<file path="src/design/nm_cmd_params.svh">
// Constants for the normal-mode command handler
// Overview of operation
// Serial-number letter then line end sends exactly one serial-number datagram.
// A requested special datagram takes the next measurement slot, never inserted between.
// A long special datagram may suppress several following measurement datagrams.
// In external trigger mode the special datagram waits for the next trigger.
// Configuration letter then line end sends exactly one configuration datagram.
// Bias-trim letter then line end sends exactly one bias trim offset datagram.
// Extended-error letter then line end sends one accumulated-error datagram.
// The accumulated error record is cleared once that datagram is fully sent.
// Reset letter then line end forces a full unit reset.
// Mode-entry word is accepted alone or with separator and module identifier.
// Identifier is an integer; outside 0 to 255 the command is silently dropped.
// A datagram in flight is finished before configuration mode is entered.
// The addressed, matching unit delays its response by one datagram time.
// Once in configuration mode, later answers carry no extra delay.
// A non-matching unit stops datagrams and ignores commands until peer exits.
// On the peer's exit, non-matching units resume measurements with no reply.
// The unaddressed entry form still works in multi-module transmission.
// The host should avoid the unaddressed entry form on a shared line.
// On entering configuration mode the unit lists its configuration data.
// The host sends every command of this set in upper case.
// Line end 0x0d terminates and triggers execution of each command.
// Separator 0x20 divides the command word from its first parameter.
// No echo and no error replies; act only on a complete, correct command.
// Characters collect until line end; unmatched sequences are dropped without effect.
// One special request pends at a time; it is consumed when its datagram starts.
`ifndef NM_CMD_PARAMS_SVH
`define NM_CMD_PARAMS_SVH

`define CHAR_LINE_END   8'h0d
`define CHAR_SEPARATOR  8'h20
`define CHAR_DIGIT_0    8'h30
`define CHAR_DIGIT_9    8'h39
`define CHAR_SERIAL     8'h49
`define CHAR_CONFIG     8'h43
`define CHAR_TRIM       8'h54
`define CHAR_ERROR      8'h45
`define CHAR_RESET      8'h52
`define ENTRY_LEN       11
`define ENTRY_WORD      88'h53_45_52_56_49_43_45_4d_4f_44_45
`define ID_MAX          255
`define CLK_PERIOD_NS   8
`define DG_TIME_NS      100000

`endif

</file>
<file path="src/design/nm_cmd_pkg.sv">
// Types shared by the normal-mode command handler files
package nm_cmd_pkg;

  typedef enum logic [2:0] {
    CMD_SERIAL,
    CMD_CONFIG,
    CMD_TRIM,
    CMD_ERROR,
    CMD_RESET,
    CMD_ENTRY
  } cmd_kind_t;

  typedef struct packed {
    logic      valid;
    cmd_kind_t kind;
    logic      addressed;
    logic [7:0] id;
  } cmd_t;

  typedef enum logic [2:0] {
    DG_MEAS,
    DG_SERIAL,
    DG_CONFIG,
    DG_TRIM,
    DG_ERROR
  } dg_kind_t;

  typedef struct packed {
    logic     go;
    dg_kind_t kind;
  } dg_start_t;

  typedef enum logic [2:0] {
    MD_NORMAL,
    MD_DRAIN,
    MD_DELAY,
    MD_CONFIG,
    MD_SILENT
  } mode_t;

endpackage

</file>
<file path="src/design/normal_mode_command_handler.sv">
// Normal-mode command handler: datagram slot scheduling and mode entry
`timescale 1ns/10ps
`default_nettype none
`include "nm_cmd_params.svh"

module normal_mode_command_handler #(
  parameter int DG_TIME_CYCLES = (`DG_TIME_NS + `CLK_PERIOD_NS - 1) / `CLK_PERIOD_NS
) (
  // Clock and reset
  input  wire logic                 i_clk_sys,
  input  wire logic                 i_rst,
  // Received characters from the serial receiver
  input  wire logic                 i_rx_valid,
  input  wire logic [7:0]           i_rx_data,
  // Configuration of this unit
  input  wire logic [7:0]           i_module_identifier,
  input  wire logic                 i_ext_trig_mode,
  // Datagram timing
  input  wire logic                 i_ext_trig,
  input  wire logic                 i_sample_tick,
  input  wire logic                 i_tx_busy,
  input  wire logic                 i_tx_done,
  // Configuration mode exits
  input  wire logic                 i_config_exit,
  input  wire logic                 i_peer_exit,
  // Datagram requests to the transmitter
  output var nm_cmd_pkg::dg_start_t o_dg,
  output var logic                  o_meas_skip,
  // Unit control
  output var logic                  o_err_clear,
  output var logic                  o_unit_reset,
  output var logic                  o_enter_terminal_config,
  output var logic                  o_listing_req,
  output var logic                  o_config_mode,
  output var logic                  o_silenced
);
  import nm_cmd_pkg::*;

  localparam int CNT_W = $clog2(DG_TIME_CYCLES + 1);

  if (DG_TIME_CYCLES < 1) begin : g_bad_time
    $error("DG_TIME_CYCLES must be at least one");
  end

  cmd_t             cmd;
  mode_t            mode_q;
  logic             addr_q;
  logic [CNT_W-1:0] dly_cnt_q;
  logic [CNT_W-1:0] dly_seen_q;
  logic             trig_s1_q;
  logic             trig_s2_q;
  logic             trig_s3_q;
  logic             trig_edge;
  logic             slot;
  logic             pend_q;
  dg_kind_t         pend_kind_q;
  logic             req_new;
  dg_kind_t         req_kind;
  logic             take;
  dg_kind_t         inflight_q;

  cmd_line_parser u_parser (
    .i_clk_sys (i_clk_sys),
    .i_rst     (i_rst),
    .i_rx_valid(i_rx_valid),
    .i_rx_data (i_rx_data),
    .i_enable  (mode_q == MD_NORMAL),
    .o_cmd     (cmd)
  );

  // Trigger pin is asynchronous; the third stage only feeds the edge detector
  always_ff @(posedge i_clk_sys) begin
    if (i_rst) begin
      trig_s1_q <= 1'b0;
      trig_s2_q <= 1'b0;
      trig_s3_q <= 1'b0;
    end else begin
      trig_s1_q <= i_ext_trig;
      trig_s2_q <= trig_s1_q;
      trig_s3_q <= trig_s2_q;
    end
  end

  assign trig_edge = trig_s2_q && !trig_s3_q;
  assign slot      = i_ext_trig_mode ? trig_edge : i_sample_tick;

  // Special datagram letters map onto the transmitter's datagram kinds
  always_comb begin
    req_new  = 1'b0;
    req_kind = DG_MEAS;
    if (cmd.valid && mode_q == MD_NORMAL) begin
      req_new = 1'b1;
      case (cmd.kind)
        CMD_SERIAL: req_kind = DG_SERIAL;
        CMD_CONFIG: req_kind = DG_CONFIG;
        CMD_TRIM:   req_kind = DG_TRIM;
        CMD_ERROR:  req_kind = DG_ERROR;
        default:    req_new  = 1'b0;
      endcase
    end
  end

  assign take = (mode_q == MD_NORMAL) && slot && !i_tx_busy && pend_q;

  // A second request while one waits is dropped; consuming and requesting
  // in the same cycle keeps the new one
  always_ff @(posedge i_clk_sys) begin
    if (i_rst) begin
      pend_q      <= 1'b0;
      pend_kind_q <= DG_MEAS;
    end else begin
      if (take) begin
        pend_q <= 1'b0;
      end
      if (req_new && (!pend_q || take)) begin
        pend_q      <= 1'b1;
        pend_kind_q <= req_kind;
      end
    end
  end

  // Special datagrams replace a slot rather than adding one
  always_ff @(posedge i_clk_sys) begin
    if (i_rst) begin
      o_dg        <= '0;
      o_meas_skip <= 1'b0;
    end else begin
      o_dg.go     <= 1'b0;
      o_meas_skip <= 1'b0;
      if (mode_q == MD_NORMAL && slot) begin
        if (i_tx_busy) begin
          o_meas_skip <= 1'b1;
        end else begin
          o_dg.go   <= 1'b1;
          o_dg.kind <= pend_q ? pend_kind_q : DG_MEAS;
        end
      end
    end
  end

  // The error record is cleared only after the whole datagram has gone out
  always_ff @(posedge i_clk_sys) begin
    if (i_rst) begin
      inflight_q  <= DG_MEAS;
      o_err_clear <= 1'b0;
    end else begin
      o_err_clear <= i_tx_done && (inflight_q == DG_ERROR);
      if (o_dg.go) begin
        inflight_q <= o_dg.kind;
      end else if (i_tx_done) begin
        inflight_q <= DG_MEAS;
      end
    end
  end

  always_ff @(posedge i_clk_sys) begin
    if (i_rst) begin
      o_unit_reset <= 1'b0;
    end else begin
      o_unit_reset <= cmd.valid && (cmd.kind == CMD_RESET) && (mode_q == MD_NORMAL);
    end
  end

  // Mode entry: a foreign address silences this unit; otherwise drain,
  // optionally wait one datagram time, then enter configuration mode
  always_ff @(posedge i_clk_sys) begin
    if (i_rst) begin
      mode_q                  <= MD_NORMAL;
      addr_q                  <= 1'b0;
      dly_cnt_q               <= '0;
      o_enter_terminal_config <= 1'b0;
      o_listing_req           <= 1'b0;
    end else begin
      o_enter_terminal_config <= 1'b0;
      o_listing_req           <= 1'b0;
      case (mode_q)
        MD_NORMAL: begin
          if (cmd.valid && cmd.kind == CMD_ENTRY) begin
            addr_q <= cmd.addressed;
            if (cmd.addressed && cmd.id != i_module_identifier) begin
              mode_q <= MD_SILENT;
            end else begin
              mode_q <= MD_DRAIN;
            end
          end
        end
        MD_DRAIN: begin
          if (!i_tx_busy) begin
            if (addr_q) begin
              mode_q    <= MD_DELAY;
              dly_cnt_q <= CNT_W'(DG_TIME_CYCLES - 1);
            end else begin
              mode_q                  <= MD_CONFIG;
              o_enter_terminal_config <= 1'b1;
              o_listing_req           <= 1'b1;
            end
          end
        end
        MD_DELAY: begin
          if (dly_cnt_q == '0) begin
            mode_q                  <= MD_CONFIG;
            o_enter_terminal_config <= 1'b1;
            o_listing_req           <= 1'b1;
          end else begin
            dly_cnt_q <= dly_cnt_q - CNT_W'(1);
          end
        end
        MD_CONFIG: begin
          // Answers in this mode come from the terminal side with no added delay
          if (i_config_exit) begin
            mode_q <= MD_NORMAL;
            addr_q <= 1'b0;
          end
        end
        MD_SILENT: begin
          if (i_peer_exit) begin
            mode_q <= MD_NORMAL;
            addr_q <= 1'b0;
          end
        end
        default: mode_q <= MD_NORMAL;
      endcase
    end
  end

  assign o_config_mode = (mode_q == MD_CONFIG);
  assign o_silenced    = (mode_q == MD_SILENT);

  // Helper for checking the length of the addressed entry delay
  always_ff @(posedge i_clk_sys) begin
    if (i_rst || mode_q == MD_NORMAL) begin
      dly_seen_q <= '0;
    end else if (mode_q == MD_DELAY && dly_seen_q != '1) begin
      dly_seen_q <= dly_seen_q + CNT_W'(1);
    end
  end

  slot_replace_a: assert property (@(posedge i_clk_sys) disable iff (i_rst)
    (mode_q == MD_NORMAL && slot && !i_tx_busy && pend_q)
      |=> (o_dg.go && o_dg.kind == $past(pend_kind_q)))
    else $error("pending special datagram did not take the slot");

  busy_skip_a: assert property (@(posedge i_clk_sys) disable iff (i_rst)
    (mode_q == MD_NORMAL && slot && i_tx_busy) |=> (o_meas_skip && !o_dg.go))
    else $error("slot during transmission was not suppressed");

  trig_only_a: assert property (@(posedge i_clk_sys) disable iff (i_rst)
    (i_ext_trig_mode && !trig_edge) |=> !o_dg.go)
    else $error("datagram started without a trigger");

  serial_once_a: assert property (@(posedge i_clk_sys) disable iff (i_rst)
    (o_dg.go && o_dg.kind == DG_SERIAL) |-> (!pend_q || $past(req_new)))
    else $error("serial request served twice");

  err_clear_a: assert property (@(posedge i_clk_sys) disable iff (i_rst)
    o_err_clear |-> $past(i_tx_done && inflight_q == DG_ERROR))
    else $error("error record cleared without error datagram end");

  reset_cmd_a: assert property (@(posedge i_clk_sys) disable iff (i_rst)
    (cmd.valid && cmd.kind == CMD_RESET && mode_q == MD_NORMAL) |=> o_unit_reset)
    else $error("reset command did not reset the unit");

  drain_first_a: assert property (@(posedge i_clk_sys) disable iff (i_rst)
    (mode_q == MD_DRAIN && i_tx_busy) |=> (!o_enter_terminal_config && mode_q == MD_DRAIN))
    else $error("configuration mode entered during a datagram");

  addr_delay_a: assert property (@(posedge i_clk_sys) disable iff (i_rst)
    (o_enter_terminal_config && addr_q) |-> dly_seen_q == CNT_W'(DG_TIME_CYCLES))
    else $error("addressed entry delay has the wrong length");

  silent_hold_a: assert property (@(posedge i_clk_sys) disable iff (i_rst)
    (mode_q == MD_SILENT && !i_peer_exit) |=> (!o_dg.go && !o_unit_reset && o_silenced))
    else $error("silenced unit transmitted or acted");

  peer_exit_a: assert property (@(posedge i_clk_sys) disable iff (i_rst)
    (mode_q == MD_SILENT && i_peer_exit)
      |=> (mode_q == MD_NORMAL) ##1 (!o_enter_terminal_config && !o_listing_req))
    else $error("peer exit not followed by quiet resume");

  listing_a: assert property (@(posedge i_clk_sys) disable iff (i_rst)
    o_enter_terminal_config |-> (o_listing_req && mode_q == MD_CONFIG))
    else $error("mode entry without configuration listing");

endmodule
`default_nettype wire

</file>
<file path="src/design/cmd_line_parser.sv">
// Collects received characters into one decoded normal-mode command
`timescale 1ns/10ps
`default_nettype none
`include "nm_cmd_params.svh"

module cmd_line_parser (
  // Clock and reset
  input  wire logic        i_clk_sys,
  input  wire logic        i_rst,
  // Received characters
  input  wire logic        i_rx_valid,
  input  wire logic [7:0]  i_rx_data,
  input  wire logic        i_enable,
  // Decoded command
  output var nm_cmd_pkg::cmd_t o_cmd
);
  import nm_cmd_pkg::*;

  localparam logic [8*`ENTRY_LEN-1:0] ENTRY_WORD = `ENTRY_WORD;
  localparam logic [4:0]              LEN        = 5'(`ENTRY_LEN);

  logic [4:0]  pos_q;
  logic [7:0]  first_q;
  logic        word_ok_q;
  logic        sep_ok_q;
  logic        digits_q;
  logic        bad_q;
  logic [7:0]  val_q;
  logic [7:0]  ref_char;
  logic        is_digit;
  logic        is_end;
  logic [11:0] next_val;
  cmd_t        cmd_d;

  assign is_end   = i_rx_valid && (i_rx_data == `CHAR_LINE_END);
  assign is_digit = (i_rx_data >= `CHAR_DIGIT_0) && (i_rx_data <= `CHAR_DIGIT_9);
  assign next_val = {4'h0, val_q} * 12'd10 + {8'h00, i_rx_data[3:0]};

  always_comb begin
    ref_char = 8'h00;
    if (pos_q < LEN) begin
      ref_char = ENTRY_WORD[8*(`ENTRY_LEN - 1 - int'(pos_q)) +: 8];
    end
  end

  // Lines longer than the position counter saturate it at 31; only an addressed entry with leading zeros can then still match
  always_ff @(posedge i_clk_sys) begin
    if (i_rst || !i_enable || is_end) begin
      pos_q     <= 5'h00;
      first_q   <= 8'h00;
      word_ok_q <= 1'b1;
      sep_ok_q  <= 1'b0;
      digits_q  <= 1'b0;
      bad_q     <= 1'b0;
      val_q     <= 8'h00;
    end else if (i_rx_valid) begin
      if (pos_q != 5'h1f) begin
        pos_q <= pos_q + 5'h01;
      end
      if (pos_q == 5'h00) begin
        first_q <= i_rx_data;
      end
      if (pos_q < LEN) begin
        word_ok_q <= word_ok_q && (i_rx_data == ref_char);
      end else if (pos_q == LEN) begin
        sep_ok_q <= word_ok_q && (i_rx_data == `CHAR_SEPARATOR);
      end else if (is_digit && !bad_q) begin
        digits_q <= 1'b1;
        if (next_val > 12'(`ID_MAX)) begin
          bad_q <= 1'b1;
        end else begin
          val_q <= next_val[7:0];
        end
      end else begin
        bad_q <= 1'b1;
      end
    end
  end

  always_comb begin
    cmd_d = '0;
    if (is_end && i_enable) begin
      if (pos_q == 5'h01) begin
        cmd_d.valid = 1'b1;
        case (first_q)
          `CHAR_SERIAL: cmd_d.kind = CMD_SERIAL;
          `CHAR_CONFIG: cmd_d.kind = CMD_CONFIG;
          `CHAR_TRIM:   cmd_d.kind = CMD_TRIM;
          `CHAR_ERROR:  cmd_d.kind = CMD_ERROR;
          `CHAR_RESET:  cmd_d.kind = CMD_RESET;
          default:      cmd_d.valid = 1'b0;
        endcase
      end else if (pos_q == LEN && word_ok_q) begin
        cmd_d.valid = 1'b1;
        cmd_d.kind  = CMD_ENTRY;
      end else if (pos_q > LEN + 5'h01 && sep_ok_q && digits_q && !bad_q) begin
        cmd_d.valid     = 1'b1;
        cmd_d.kind      = CMD_ENTRY;
        cmd_d.addressed = 1'b1;
        cmd_d.id        = val_q;
      end
    end
  end

  always_ff @(posedge i_clk_sys) begin
    if (i_rst) begin
      o_cmd <= '0;
    end else begin
      o_cmd <= cmd_d;
    end
  end

  id_range_a: assert property (@(posedge i_clk_sys) disable iff (i_rst)
    (is_end && bad_q) |=> !o_cmd.valid)
    else $error("out-of-range identifier was not discarded");

  empty_line_a: assert property (@(posedge i_clk_sys) disable iff (i_rst)
    (is_end && pos_q == 5'h00) |=> !o_cmd.valid)
    else $error("empty line produced a command");

endmodule
`default_nettype wire

</file>
<file path="config.mk">
export PLATFORM = sky130hd
export DESIGN_NAME = normal_mode_command_handler
export DESIGN_NICKNAME = d
export VERILOG_FILES = /design/src/design/nm_cmd_pkg.sv /design/src/design/normal_mode_command_handler.sv /design/src/design/cmd_line_parser.sv
export VERILOG_INCLUDE_DIRS = /design/src /design/src/design
export SDC_FILE = /design/constraint.sdc
export NUM_CORES = 1
export LEC_CHECK = 0
export BUFFER_PORTS_ARGS = -buffer_cell sky130_fd_sc_hd__buf_4
export CORE_ASPECT_RATIO = 0.75
export CORE_UTILIZATION = 65
export CTS_BUF_LIST = sky130_fd_sc_hd__clkbuf_8
export DETAILED_ROUTE_END_ITERATION = 12
export PLACE_DENSITY_LB_ADDON = 0.2
export SLEW_MARGIN = 20
export SYNTH_ARGS = -nofsm -noshare
export SYNTH_HDL_FRONTEND = slang
export SYNTH_SLANG_ARGS = --single-unit
</file>
<file path="constraint.sdc">
create_clock -name i_clk_sys -period 6.8 [get_ports i_clk_sys]
set_clock_uncertainty 0.2 [all_clocks]
set_input_delay 0.34 -clock i_clk_sys [delete_from_list [all_inputs] [get_ports i_clk_sys]]
set_output_delay 0.34 -clock i_clk_sys [all_outputs]
set_load 0.02 [all_outputs]
</file>
==> summary.txt <==
Floorplanning
  – Effective utilization at floorplan: 67.6%
  – Row Count: 25
  – Die Y: 72.2 microns
  – CORE AREA: 6320 sq um
  – I/O pins: 37
  – Die ar.: 6910 sq um
  – DIE WIDTH: 95.6 microns

Timing
  – Tcrit/Tclk final: 46.4%
  – Period minus WS final: 3.16 ns
  – Slew @ Worst Pin: 1.06 ns
  – Setup-failing EPs final: 0
  – RSZ-0062 raised after global routing: no
  – Slew margin rel.: 29.4%
  – Setup TNS: 0 ns
  – Final hold violation count: 0
  – Peak Freq: 317 MHz
  – Final Max Slew Viols: 0

Layout
  – Ant diodes: 0
  – Share of cells above drive strength 1: 11.7%
  – Layout Utilization: 74.5%
  – Fill cell count: 482
  – Area Growth Syn to Fin: 10.1%
  – # nets final: 564

Routing
  – Drt initial violations: 185
  – Drt wl/cell: 15.4 microns
  – Final WL: 9290 microns
  – Post-route ant nets: 0
  – Vias per cell: 6.05
  – DRT Pass-1 Iters: 5
  – DR vias: 3644
  – DRC Markers: 0

Power and ir drop
  – Leak: 1.93 nW
  – Power, Total: 858 uW
  – VDD IR max: 0.000217 V
  – Total power density per cell area: 182 nW/um^2

Global routing
  – Largest net degree at the start of global routing: 28
  – Global-route wire length before repair: 15200 microns
  – GRT Total Usage: 28.5%
  – Vias in the first global route: 3329
  – GRT overflow: 0
  – Initial antenna violation count: 0

Critical path
  – CP endpoint kind: flip-flop
  – R2r setup slk: 3.64 ns
  – Cell mode on critical path: ha_1
  – Reg-to-reg startpoint: u_parser.val_q[1]
  – Critical path cell sequence: ha_1, ha_1, inv_1, fa_1, nand2b_1, or3_1, o211a_1, o211ai_4, mux2i_1
  – Max incr delay on CP: 0.46 ns
  – Crit Path Max Fanout: 8
  – Worst EP required: 6.88 ns
  – R2R cell count: 9
  – Slowest-stage cell, CP: fa_1
  – Reg2reg end: u_parser.val_q[1]
  – WP data arrival: 3.24 ns
  – Kind of critical path: reg -> reg
  – Critical Path Source Type: flip-flop

Synthesis
  – Netlist Area Pre-Place: 4270 sq um
  – Cell variety after synth: 68
  – Gate Count Post-Synth: 493
  – Syn nets: 541
  – Sequential-to-total area share from yosys stat: 34.7%
  – Post-synth EDFFs: 0
  – #FFs+latches synth: 74
  – Synthesized area per cell: 8.67 sq um
  – Top FF cell, synth: dfxtp_1
  – Yosys warning count: 0
  – Share of flip-flops with an asynchronous set or reset: 0%

Clock network
  – H-tree depth: 3
  – CTS Buf Count: 9
  – Clock-pin slew on the worst setup and hold paths: 0.07 ns
  – Insertion delay to the later sink of the worst-skew pair: 0.35 ns
  – Sink Count: 74
  – CTS Root Buffer Type: clkbuf_8
  – Max Buffers Root-to-Sink: 2
  – CTS tree: yes
  – Post-CTS sizing: 0

Status
  – Status: complete, no violations

Worst hold path
  – Worst hold endpoint: u_parser.first_q[7]
  – Min-Delay Path Class: in -> reg
  – Hold path cells: 3
  – Hold Startpoint: i_rx_data[7]

Flow run
  – Max cap viols: 0

Placed design
  – PortBufs: 36
  – Post-DP HPWL: 6650 microns
  – GPL Wtd Cong: 0.833
-- critical path: cells and delay by family (launching register included) --
family	cells	cell delay, ns
muxes	1	0.24
and+or+nand+nor	2	0.56
DFF	1	0.43
AOI/OAI and AO/OA	2	0.63
adders and majority gates	3	0.94
buffers and inverters	1	0.07
-- metal layers --
layer  global-route usage [%]  share of wire, %
met2                     47.8                47
met5                        0                 0
met3                     6.18               5.0
met4                     8.96               1.6
met1                     36.8                46
-- logic make-up after synthesis --
family	after synthesis	synth area share [%]
AOI/OAI and AO/OA	94	15.8
xor gates and xnor gates	39	7.99
adders and majority gates	23	7.03
buffers and inverters	42	4.71
DFF	74	34.7
muxes	16	3.75
and+or+nand+nor	205	26.1
-- synthesized netlist by cell type (5+ instances only) --
cell type	instances	share of area, %
buf_2	12	1.4
nor4_1	5	0.73
xnor2_1	20	4.1
nand3b_1	8	1.4
nor3b_1	7	1.2
nand3_1	15	1.8
and3_1	11	1.6
nor2b_1	12	1.8
dfxtp_1	74	35
mux2i_1	16	3.7
o21ai_0	15	1.8
xor2_1	19	3.9
nand2_1	36	3.2
ha_1	20	5.9
inv_1	16	1.4
nand4_1	8	1.2
nor2_1	50	4.4
nand2b_1	11	1.6
a211oi_1	6	1.1
a21oi_1	29	3.4
clkbuf_1	10	0.88
nor3_1	16	1.9
-- per-stage QoR --
step | worst slack (ns) | hold slack, ns | std cells | cell area (sq um)
floorplan | 3.90 | 0.214 | 493 | 4270
global placement | 3.80 | 0.224 | 584 | 4500
detailed placement | 3.66 | 0.229 | 584 | 4500
CTS | 3.64 | 0.0567 | 602 | 4700
global route | 3.39 | 0.0577 | 602 | 4700
finish | 3.64 | 0.0652 | 602 | 4700
-- sequential cells by signal, summed over array words and instances, names as in the netlist, 3 cells and up --
| signal | cells |
|---|---|
| dly_cnt_q | 14 |
| u_parser.o_cmd | 13 |
| u_parser.first_q | 8 |
| u_parser.val_q | 8 |
| u_parser.pos_q | 5 |
| o_dg | 4 |
| inflight_q | 3 |
| mode_q | 3 |
| pend_kind_q | 3 |
-- how the worst max path moves through the flow --
stage	startpoint	endpoint	slack, ns	cells past startpoint
global route	u_parser.pos_q[0]	u_parser.word_ok_q	3.39	8
global placement	u_parser.val_q[1]	u_parser.val_q[0]	3.80	9
CTS	u_parser.val_q[1]	u_parser.val_q[1]	3.64	9
floorplan	u_parser.val_q[1]	u_parser.val_q[7]	3.90	9
detailed placement	u_parser.val_q[1]	u_parser.val_q[1]	3.66	9
finish	u_parser.val_q[1]	u_parser.val_q[1]	3.64	9
-- where the power goes --
| part | switching [mW] | internal (mW) |
|---|---|---|
| registers | 0.0102 | 0.439 |
| logic | 0.0513 | 0.0448 |
| clock network | 0.170 | 0.142 |
-- layout make-up --
cell class	count	area (sq um)	share of cell area (%)
multi-input combinational	377	2590	55.1
sequential	74	1480	31.5
timing repair buffer	38	290	6.17
clock buffer	10	138	2.93
tap	81	101	2.15
inverter	16	60.1	1.28
clock inverter	6	42.5	0.904
-- repair_timing --
item                      in CTS  in global routing
setup buffers                  0                  0
hold endpoints to repair       2                  0
hold buffers                   2                  0
-- placed cells by master, fill, tap and decap left out, types with 15 or more instances in the layout --
cell type / synthesis / routed
xnor2_1: 20 / 20
ha_1: 20 / 20
a21oi_1: 29 / 29
buf_4: 1 / 36
o21ai_0: 15 / 15
dfxtp_1: 74 / 74
nand3_1: 15 / 15
inv_1: 16 / 17
nor2_1: 50 / 50
xor2_1: 19 / 19
mux2i_1: 16 / 16
nand2_1: 36 / 36
nor3_1: 16 / 16
(Power assumes the default switching activity.)
